**src/include/sbc_pkg.sv**
```systemverilog
// What this block does
// - Read with auto precharge: deselect and no-op are no-ops; burst runs to end.
// - Write with auto precharge: deselect and no-op are no-ops; burst completes.
// - Precharging: deselect, no-op, precharge and precharge-all are no-ops; idle after tRP.
// - Activating: deselect and no-op are no-ops; bank active after tRCD.
// - Write recovering: no-ops until tWR then active; new write accepted.
// - Write recovering with auto precharge: no-ops until tWR; other commands illegal.
// - Refresh: no-ops, idle after tRFC; any other command meanwhile is illegal.
package sbc_pkg;

  localparam int CLK_PERIOD_PS = 10000;
  localparam int T_RP_PS = 15000;
  localparam int T_RCD_PS = 15000;
  localparam int T_WR_PS = 15000;
  localparam int T_RFC_PS = 105000;
  localparam int T_RP_CYC = (T_RP_PS + CLK_PERIOD_PS - 1) / CLK_PERIOD_PS;
  localparam int T_RCD_CYC = (T_RCD_PS + CLK_PERIOD_PS - 1) / CLK_PERIOD_PS;
  localparam int T_WR_CYC = (T_WR_PS + CLK_PERIOD_PS - 1) / CLK_PERIOD_PS;
  localparam int T_RFC_CYC = (T_RFC_PS + CLK_PERIOD_PS - 1) / CLK_PERIOD_PS;
  localparam int BURST_LEN = 4;
  localparam int BURST_CYC = BURST_LEN / 2;
  localparam int CNT_W = 8;
  localparam int BANKS = 4;
  localparam int BA_W = 2;

  typedef enum logic [3:0]
  {
    SBC_CMD_DESEL = 4'h0,
    SBC_CMD_NOP = 4'h1,
    SBC_CMD_READ = 4'h2,
    SBC_CMD_WRITE = 4'h3,
    SBC_CMD_ACT = 4'h4,
    SBC_CMD_PRE = 4'h5,
    SBC_CMD_REF = 4'h6,
    SBC_CMD_MRS = 4'h7
  } sbc_cmd_e;

  typedef enum logic [9:0]
  {
    SBC_ST_IDLE = 10'h001,
    SBC_ST_ACTIVE = 10'h002,
    SBC_ST_READ = 10'h004,
    SBC_ST_WRITE = 10'h008,
    SBC_ST_RDA = 10'h010,
    SBC_ST_WRA = 10'h020,
    SBC_ST_PRECHG = 10'h040,
    SBC_ST_ROWACT = 10'h080,
    SBC_ST_WREC = 10'h100,
    SBC_ST_WRECA = 10'h200
  } sbc_state_e;

endpackage

```
**src/rtl/sbc_bank_check.sv**
```systemverilog
`timescale 1ns/1ps
module sbc_bank_check #(
  parameter int BANKS = sbc_pkg::BANKS,
  parameter int RP_CYC = sbc_pkg::T_RP_CYC,
  parameter int RCD_CYC = sbc_pkg::T_RCD_CYC,
  parameter int WR_CYC = sbc_pkg::T_WR_CYC,
  parameter int RFC_CYC = sbc_pkg::T_RFC_CYC,
  parameter int BURST_CYC = sbc_pkg::BURST_CYC
) (
  // Clock and reset
  input wire logic clk,
  input wire logic reset,
  // Command pins from the memory controller
  input wire logic cs_n,
  input wire logic ras_n,
  input wire logic cas_n,
  input wire logic we_n,
  input wire logic [sbc_pkg::BA_W-1:0] bank_addr,
  input wire logic auto_pre,
  // Per-bank state and verdicts
  output logic [BANKS-1:0] bank_busy,
  output logic [BANKS-1:0] bank_open,
  output logic [BANKS-1:0] bank_refreshing,
  output logic cmd_noop,
  output logic cmd_legal,
  output logic cmd_illegal
);

  localparam int PW = 4 + sbc_pkg::BA_W + 1;

  logic [PW-1:0] pins_s;
  logic [sbc_pkg::CNT_W-1:0] cnt_q [BANKS];
  logic [sbc_pkg::CNT_W-1:0] cnt_d [BANKS];
  sbc_pkg::sbc_state_e st_q [BANKS];
  sbc_pkg::sbc_state_e st_d [BANKS];
  logic [BANKS-1:0] ok_d;
  logic [BANKS-1:0] noop_d;
  logic [BANKS-1:0] tgt;
  logic ref_q;
  logic [sbc_pkg::CNT_W-1:0] ref_cnt_q;
  logic noop_q;
  logic legal_q;
  logic illegal_q;

  sbc_cmd_sync #(.WIDTH(PW)) u_sync (
    .clk(clk),
    .reset(reset),
    .pin_in({cs_n, ras_n, cas_n, we_n, bank_addr, auto_pre}),
    .pin_out(pins_s)
  );

  function automatic sbc_pkg::sbc_cmd_e decode(input logic [3:0] p);
    if (p[3])
      return sbc_pkg::SBC_CMD_DESEL;
    unique case (p[2:0])
      3'h7: return sbc_pkg::SBC_CMD_NOP;
      3'h5: return sbc_pkg::SBC_CMD_READ;
      3'h4: return sbc_pkg::SBC_CMD_WRITE;
      3'h3: return sbc_pkg::SBC_CMD_ACT;
      3'h2: return sbc_pkg::SBC_CMD_PRE;
      3'h1: return sbc_pkg::SBC_CMD_REF;
      default: return sbc_pkg::SBC_CMD_MRS;
    endcase
  endfunction

  function automatic logic [sbc_pkg::CNT_W-1:0] cyc(input int n);
    return sbc_pkg::CNT_W'(n > 0 ? n - 1 : 0);
  endfunction

  wire sbc_pkg::sbc_cmd_e cmd = decode(pins_s[PW-1:PW-4]);
  wire [sbc_pkg::BA_W-1:0] ba = pins_s[2:1];
  wire ap = pins_s[0];
  wire idle_cmd = (cmd == sbc_pkg::SBC_CMD_DESEL) || (cmd == sbc_pkg::SBC_CMD_NOP);
  // A10 high with precharge selects all banks.
  wire pre_all = (cmd == sbc_pkg::SBC_CMD_PRE) && ap;
  wire all_idle = ~|bank_busy & ~|bank_open;

  // Each bank judges the command only when it is addressed (or when all are).
  always_comb
  begin
    for (int b = 0; b < BANKS; b++)
    begin
      tgt[b] = (ba == b[sbc_pkg::BA_W-1:0]) || pre_all;
      st_d[b] = st_q[b];
      cnt_d[b] = (cnt_q[b] != '0) ? cnt_q[b] - 1'b1 : cnt_q[b];
      ok_d[b] = 1'b1;
      noop_d[b] = 1'b0;
      unique case (st_q[b])
        sbc_pkg::SBC_ST_IDLE:
        begin
          if (tgt[b] && cmd == sbc_pkg::SBC_CMD_ACT && !ref_q)
          begin
            st_d[b] = sbc_pkg::SBC_ST_ROWACT;
            cnt_d[b] = cyc(RCD_CYC);
          end
        end
        sbc_pkg::SBC_ST_ACTIVE, sbc_pkg::SBC_ST_READ, sbc_pkg::SBC_ST_WRITE:
        begin
          if (cnt_q[b] == '0 && st_q[b] == sbc_pkg::SBC_ST_WRITE)
          begin
            st_d[b] = sbc_pkg::SBC_ST_WREC;
            cnt_d[b] = cyc(WR_CYC);
          end
          else if (cnt_q[b] == '0)
            st_d[b] = sbc_pkg::SBC_ST_ACTIVE;
          if (tgt[b] && cmd == sbc_pkg::SBC_CMD_PRE)
          begin
            st_d[b] = sbc_pkg::SBC_ST_PRECHG;
            cnt_d[b] = cyc(RP_CYC);
          end
          else if (tgt[b] && cmd == sbc_pkg::SBC_CMD_READ)
          begin
            st_d[b] = ap ? sbc_pkg::SBC_ST_RDA : sbc_pkg::SBC_ST_READ;
            cnt_d[b] = cyc(BURST_CYC);
          end
          else if (tgt[b] && cmd == sbc_pkg::SBC_CMD_WRITE)
          begin
            st_d[b] = ap ? sbc_pkg::SBC_ST_WRA : sbc_pkg::SBC_ST_WRITE;
            cnt_d[b] = cyc(BURST_CYC);
          end
          else if (tgt[b] && cmd == sbc_pkg::SBC_CMD_ACT)
            ok_d[b] = 1'b0;
        end
        sbc_pkg::SBC_ST_RDA, sbc_pkg::SBC_ST_WRA:
        begin
          noop_d[b] = tgt[b] && idle_cmd;
          ok_d[b] = !tgt[b] || idle_cmd;
          if (cnt_q[b] == '0)
          begin
            // The burst ran to its end; a read goes to precharge, a write to write recovery first.
            st_d[b] = (st_q[b] == sbc_pkg::SBC_ST_RDA) ? sbc_pkg::SBC_ST_PRECHG
                                                       : sbc_pkg::SBC_ST_WRECA;
            cnt_d[b] = (st_q[b] == sbc_pkg::SBC_ST_RDA) ? cyc(RP_CYC) : cyc(WR_CYC);
          end
        end
        sbc_pkg::SBC_ST_PRECHG:
        begin
          noop_d[b] = tgt[b] && (idle_cmd || cmd == sbc_pkg::SBC_CMD_PRE);
          ok_d[b] = !tgt[b] || noop_d[b];
          if (cnt_q[b] == '0)
            st_d[b] = sbc_pkg::SBC_ST_IDLE;
        end
        sbc_pkg::SBC_ST_ROWACT:
        begin
          noop_d[b] = tgt[b] && idle_cmd;
          ok_d[b] = !tgt[b] || idle_cmd;
          if (cnt_q[b] == '0)
            st_d[b] = sbc_pkg::SBC_ST_ACTIVE;
        end
        sbc_pkg::SBC_ST_WREC:
        begin
          noop_d[b] = tgt[b] && idle_cmd;
          if (cnt_q[b] == '0)
            st_d[b] = sbc_pkg::SBC_ST_ACTIVE;
          if (tgt[b] && cmd == sbc_pkg::SBC_CMD_WRITE)
          begin
            st_d[b] = ap ? sbc_pkg::SBC_ST_WRA : sbc_pkg::SBC_ST_WRITE;
            cnt_d[b] = cyc(BURST_CYC);
          end
          else
            ok_d[b] = !tgt[b] || idle_cmd;
        end
        sbc_pkg::SBC_ST_WRECA:
        begin
          noop_d[b] = tgt[b] && idle_cmd;
          ok_d[b] = !tgt[b] || idle_cmd;
          if (cnt_q[b] == '0)
          begin
            st_d[b] = sbc_pkg::SBC_ST_PRECHG;
            cnt_d[b] = cyc(RP_CYC);
          end
        end
      endcase
    end
  end

  // Refresh and mode setting need every bank idle; during refresh only no-ops pass.
  wire ref_start = cmd == sbc_pkg::SBC_CMD_REF && all_idle && !ref_q;
  wire glob_bad = ref_q ? !idle_cmd
    : ((cmd == sbc_pkg::SBC_CMD_REF || cmd == sbc_pkg::SBC_CMD_MRS) && !all_idle);

  always_ff @(posedge clk)
  begin
    if (reset)
    begin
      for (int b = 0; b < BANKS; b++)
      begin
        st_q[b] <= sbc_pkg::SBC_ST_IDLE;
        cnt_q[b] <= '0;
      end
      ref_q <= 1'b0;
      ref_cnt_q <= '0;
      noop_q <= 1'b0;
      legal_q <= 1'b0;
      illegal_q <= 1'b0;
    end
    else
    begin
      for (int b = 0; b < BANKS; b++)
      begin
        st_q[b] <= ref_q ? st_q[b] : st_d[b];
        cnt_q[b] <= ref_q ? cnt_q[b] : cnt_d[b];
      end
      if (ref_start)
      begin
        ref_q <= 1'b1;
        ref_cnt_q <= cyc(RFC_CYC);
      end
      else if (ref_q && ref_cnt_q == '0)
        ref_q <= 1'b0;
      else if (ref_q)
        ref_cnt_q <= ref_cnt_q - 1'b1;
      noop_q <= ref_q ? idle_cmd : |noop_d;
      illegal_q <= glob_bad || (!ref_q && !(&ok_d));
      legal_q <= !glob_bad && (ref_q || (&ok_d));
    end
  end

  always_comb
  begin
    for (int b = 0; b < BANKS; b++)
    begin
      bank_busy[b] = !(st_q[b] inside {sbc_pkg::SBC_ST_IDLE, sbc_pkg::SBC_ST_ACTIVE});
      bank_open[b] = st_q[b] == sbc_pkg::SBC_ST_ACTIVE;
    end
    bank_refreshing = {BANKS{ref_q}};
  end

  assign cmd_noop = noop_q;
  assign cmd_legal = legal_q;
  assign cmd_illegal = illegal_q;

endmodule

```
**src/rtl/sbc_cmd_sync.sv**
```systemverilog
`timescale 1ns/1ps
// Three-stage pin synchroniser; a change counts once stages two and three agree.
module sbc_cmd_sync #(
  parameter int WIDTH = 8
) (
  // Clock and reset
  input wire logic clk,
  input wire logic reset,
  // Pins in, settled value out
  input wire logic [WIDTH-1:0] pin_in,
  output logic [WIDTH-1:0] pin_out
);

  logic [WIDTH-1:0] s1_q;
  logic [WIDTH-1:0] s2_q;
  logic [WIDTH-1:0] s3_q;
  logic [WIDTH-1:0] out_q;
  wire [WIDTH-1:0] agree = ~(s2_q ^ s3_q);

  always_ff @(posedge clk)
  begin
    if (reset)
    begin
      s1_q <= '1;
      s2_q <= '1;
      s3_q <= '1;
      out_q <= '1;
    end
    else
    begin
      s1_q <= pin_in;
      s2_q <= s1_q;
      s3_q <= s2_q;
      out_q <= (agree & s3_q) | (~agree & out_q);
    end
  end

  assign pin_out = out_q;

endmodule

```
**config.mk**
```make
export PLATFORM = sky130hd
export DESIGN_NAME = sbc_bank_check
export DESIGN_NICKNAME = d
export VERILOG_FILES = /design/src/include/sbc_pkg.sv /design/src/rtl/sbc_bank_check.sv /design/src/rtl/sbc_cmd_sync.sv
export SDC_FILE = /design/constraint.sdc
export NUM_CORES = 1
export LEC_CHECK = 0
export BUFFER_PORTS_ARGS = -buffer_cell sky130_fd_sc_hd__buf_2
export CORE_ASPECT_RATIO = 2
export CORE_MARGIN = 4
export CORE_UTILIZATION = 42
export CTS_CLUSTER_SIZE = 28
export DETAILED_ROUTE_END_ITERATION = 12
export PLACE_DENSITY = 0.63
export SLEW_MARGIN = 30
export SYNTH_ARGS = -nofsm -noshare
export SYNTH_HDL_FRONTEND = slang
export SYNTH_SLANG_ARGS = --single-unit
```
**constraint.sdc**
```tcl
create_clock -name clk -period 6.5 [get_ports clk]
set_input_delay 0.325 -clock clk [delete_from_list [all_inputs] [get_ports clk]]
set_output_delay 0.325 -clock clk [all_outputs]
set_load 0.02 [all_outputs]
```
==> results.py <==
metrics = {
    "final_layout": {
        "area_delta_synth_final_pct": 5.93,
        "nNetsFinal": 956,
        "fin_cells": 1146,
        "drive_gt1_frac": 0.111,
        "n_antenna_cell": 0,
        "fin_area_um2": 7580,
    },
    "synthesis": {
        "yosysTopAreaCellShare": 0.313,
        "ys_warn_count": 0,
        "synth-compound-area-share": 0.243,
        "syn_inst": 952,
        "yosysSeqAreaShare": 0.313,
        "yosysUniqueCellTypes": 98,
        "synth_top_family_by_area": "simple AND/OR/NAND/NOR gates",
        "synthXorXnorAreaFrac": 0.0367,
        "ys_ff_latch": 112,
        "syn_nets": 974,
        "synth.area.top_cells": "dfxtp_1 31%, o21ai_0 5.4%, nand2_1 5.3%, nor2_1 5.1%, a21oi_1 4.8%",
        "synthSimpleGateAreaFrac": 0.327,
        "syn_area_per_cell_um2": 7.52,
        "synth_largest_area_cell": "dfxtp_1",
        "yosys.area_share.adder": 0.0227,
        "async_flop_share": 0,
        "muxShareOfSynthArea": 0.00437,
        "netlist_area_um2": 7160,
        "synth_top_flop_cell": "dfxtp_1",
        "synth-edff-count": 0,
    },
    "cts": {
        "clock_path_buffers": 2,
        "cts_root_buf": "clkbuf_16",
        "cts_resized": 0,
        "clk_latency_ns": 0.37,
        "numClockSinks": 112,
        "cts_hold_buffers": 0,
        "cts_tree": "done",
        "htreeDepth": 3,
        "numCtsBuffers": 9,
        "cts_setup_buffers": 0,
        "clk_pin_slew_ns": 0.08,
    },
    "global_route": {
        "grt.total_usage": 0.221,
        "antenna_found_initial": 0,
        "grt_pass1_vias": 6818,
        "grt_pass1_wl_um": 34000,
        "gr-total-overflow": 0,
        "grt_max_degree": 50,
    },
    "floorplan": {
        "coreArea_um2": 16800,
        "die-area_um2": 19300,
        "die_w_um": 100,
        "die_h_um": 193,
        "initial_core_util": 0.427,
        "std_cell_rows": 67,
        "boundaryPins": 24,
    },
    "timing": {
        "post-route-period-util": 0.463,
        "finalWorstSetupSlack_ns": 3.49,
        "finClkSkew_ns": 0.0105,
        "timing.final.crit_period_ns": 3.01,
        "fmax_mhz": 333,
        "finalHoldViolCount": 0,
        "setup_violations": 0,
        "rsz0062_at_grt": "no",
        "max_slew.worst_pin.slew_ns": 0.960,
        "fin_tns_setup_ns": 0,
        "slew_headroom": 0.354,
        "slew_viol_final": 0,
    },
    "placed_design": {
        "place_inst": 1130,
        "dp_hpwl_um": 15800,
        "dpl_cell_area_um2": 7290,
        "port_buffers": 23,
        "gp_congestion": 1.02,
        "dp_slack_ns": 3.64,
    },
    "routing": {
        "first_pass_iters": 5,
        "routed_via_density": 6.11,
        "wirelength_um": 21200,
        "drt-initial-drc-count": 457,
        "wl_per_cell_um": 18.5,
        "drc": 0,
        "postRouteAntennaNets": 0,
        "vias": 7002,
    },
    "worst_hold_path": {
        "min_path_type": "in2reg",
    },
    "pwr": {
        "max-vdd-ir-drop_mv": 0.155,
        "seq_power_share": 0.404,
        "clock_power_share": 0.262,
        "switching_share": 0.377,
        "switching_power_w": 0.000825,
        "p_int_w": 0.00136,
        "p_leak_nw": 2.80,
        "combPwrFrac": 0.334,
        "powerDensity_nw_per_um2": 288,
    },
    "job": {
        "cap_violations": 0,
    },
    "worst_setup_path": {
        "criticalPathCategory": "reg2reg",
        "end_kind": "flop",
        "crit_fanout": 13,
        "critPathRequiredTime_ns": 6.76,
        "start_kind": "flop",
        "critPathArrivalTime_ns": 3.27,
    },
    "status": {
        "status": "finished, final reports clean",
    },
}
==> Yosys cell counts (3+ instances only) <==
cell / n
o31ai_1: 9
xnor2_1: 14
buf_4: 6
nor4_1: 18
o21bai_1: 6
nor2_1: 97
nand4b_1: 5
a22oi_1: 11
o21ai_1: 12
buf_6: 3
dfxtp_1: 112
nand3_1: 23
nor3b_1: 6
o22ai_1: 4
o21a_1: 9
or4_1: 6
or2_2: 25
a221oi_1: 3
and2_1: 9
nor3_1: 37
clkbuf_1: 36
buf_2: 6
xor2_1: 16
ha_1: 13
o21ai_0: 77
nor4b_1: 3
inv_1: 21
a211oi_1: 3
a31oi_1: 9
o211ai_1: 10
and3_1: 13
a21o_1: 4
nand4_1: 19
nand2_1: 101
a32o_1: 5
a21oi_1: 69
o32ai_1: 6
nor2b_1: 18
a32oi_1: 3
nand2b_1: 12
or3_1: 17
a21boi_0: 4
==> registers in the layout, indices dropped and copies added (netlist names), 7 cells and up, named ones only <==
signal and cells:
u_sync.s1_q 7, u_sync.s3_q 7, cnt_q 32, st_q 40, u_sync.s2_q 7, ref_cnt_q 8
==> worst max-delay path: stages, from the launching register on <==
cell       delay (ns)
dfxtp_1          0.59
nor3b_1          0.53
o21ai_0          0.17
a21oi_1          0.49
o21ai_4          0.14
a2111oi_4        0.51
or4_4            0.24
o21ai_1          0.08
a21o_1           0.15
==> logic make-up after synthesis <==
group                      count (synthesis)
AOI/OAI and AO/OA                        273
xor gates and xnor gates                  30
adders and majority gates                 13
buffers and inverters                     80
DFF                                      112
muxes                                      3
and+or+nand+nor                          441
==> per-layer routing <==
layer / track usage / up-vias / wire length, um
met5: 0 / - / 0
li1: - / 3410 / -
met1: 0.222 / 3262 / 7760
met3: 0.0286 / 106 / 725
met2: 0.412 / 224 / 11200
met4: 0.149 / 0 / 1460
==> final timing paths <==
kind	startpoint	end	slack (ns)	depth (start not counted)
worst min-delay path	cas_n	u_sync.s1_q[4]	0.14	2
worst min register to register	u_sync.s1_q[6]	u_sync.s2_q[6]	0.41	1
worst max register to register	flop	cnt_q[2][7]	3.49	8
worst max-delay path	flop	cnt_q[2][7]	3.49	8
==> power groups by stage <==
stage          logic [W]  registers (W)  clock network [W]
2_1_floorplan   0.000583       0.000870                  0
5_1_grt         0.000841       0.000898           0.000609
3_5_place_dp    0.000727       0.000897                  0
6_report        0.000730       0.000884           0.000573
4_1_cts         0.000730       0.000881           0.000584
3_3_place_gp    0.000714       0.000897                  0
==> final cells by class <==
type / instances / area (um2)
Fill cell: 1767 / 9180
Multi-Input combinational cell: 760 / 4540
Sequential cell: 112 / 2240
Tap cell: 207 / 259
Clock buffer: 9 / 225
Timing Repair Buffer: 28 / 153
Inverter: 23 / 86.3
Clock inverter: 7 / 71.3
==> placed cells by master (no fill, tap or decap), types with 21 or more instances in the layout <==
cell type / count
or2_2: 25
nor3_1: 37
nand2_1: 101
nor2_1: 97
dfxtp_1: 111
nand3_1: 23
a21oi_1: 69
o21ai_0: 77
inv_1: 21
buf_2: 23
==> stage by stage <==
stage | util | total power, W | hold slack (ns)
global route | 0.452 | 0.00235 | 0.134
CTS | 0.452 | 0.00220 | 0.130
detailed placement | 0.435 | 0.00162 | 0.396
finish | 0.452 | 0.00219 | 0.138
floorplan | - | 0.00145 | 0.389
global placement | 0.434 | 0.00161 | 0.392
No activity file was read; power rests on OpenSTA's default activity.
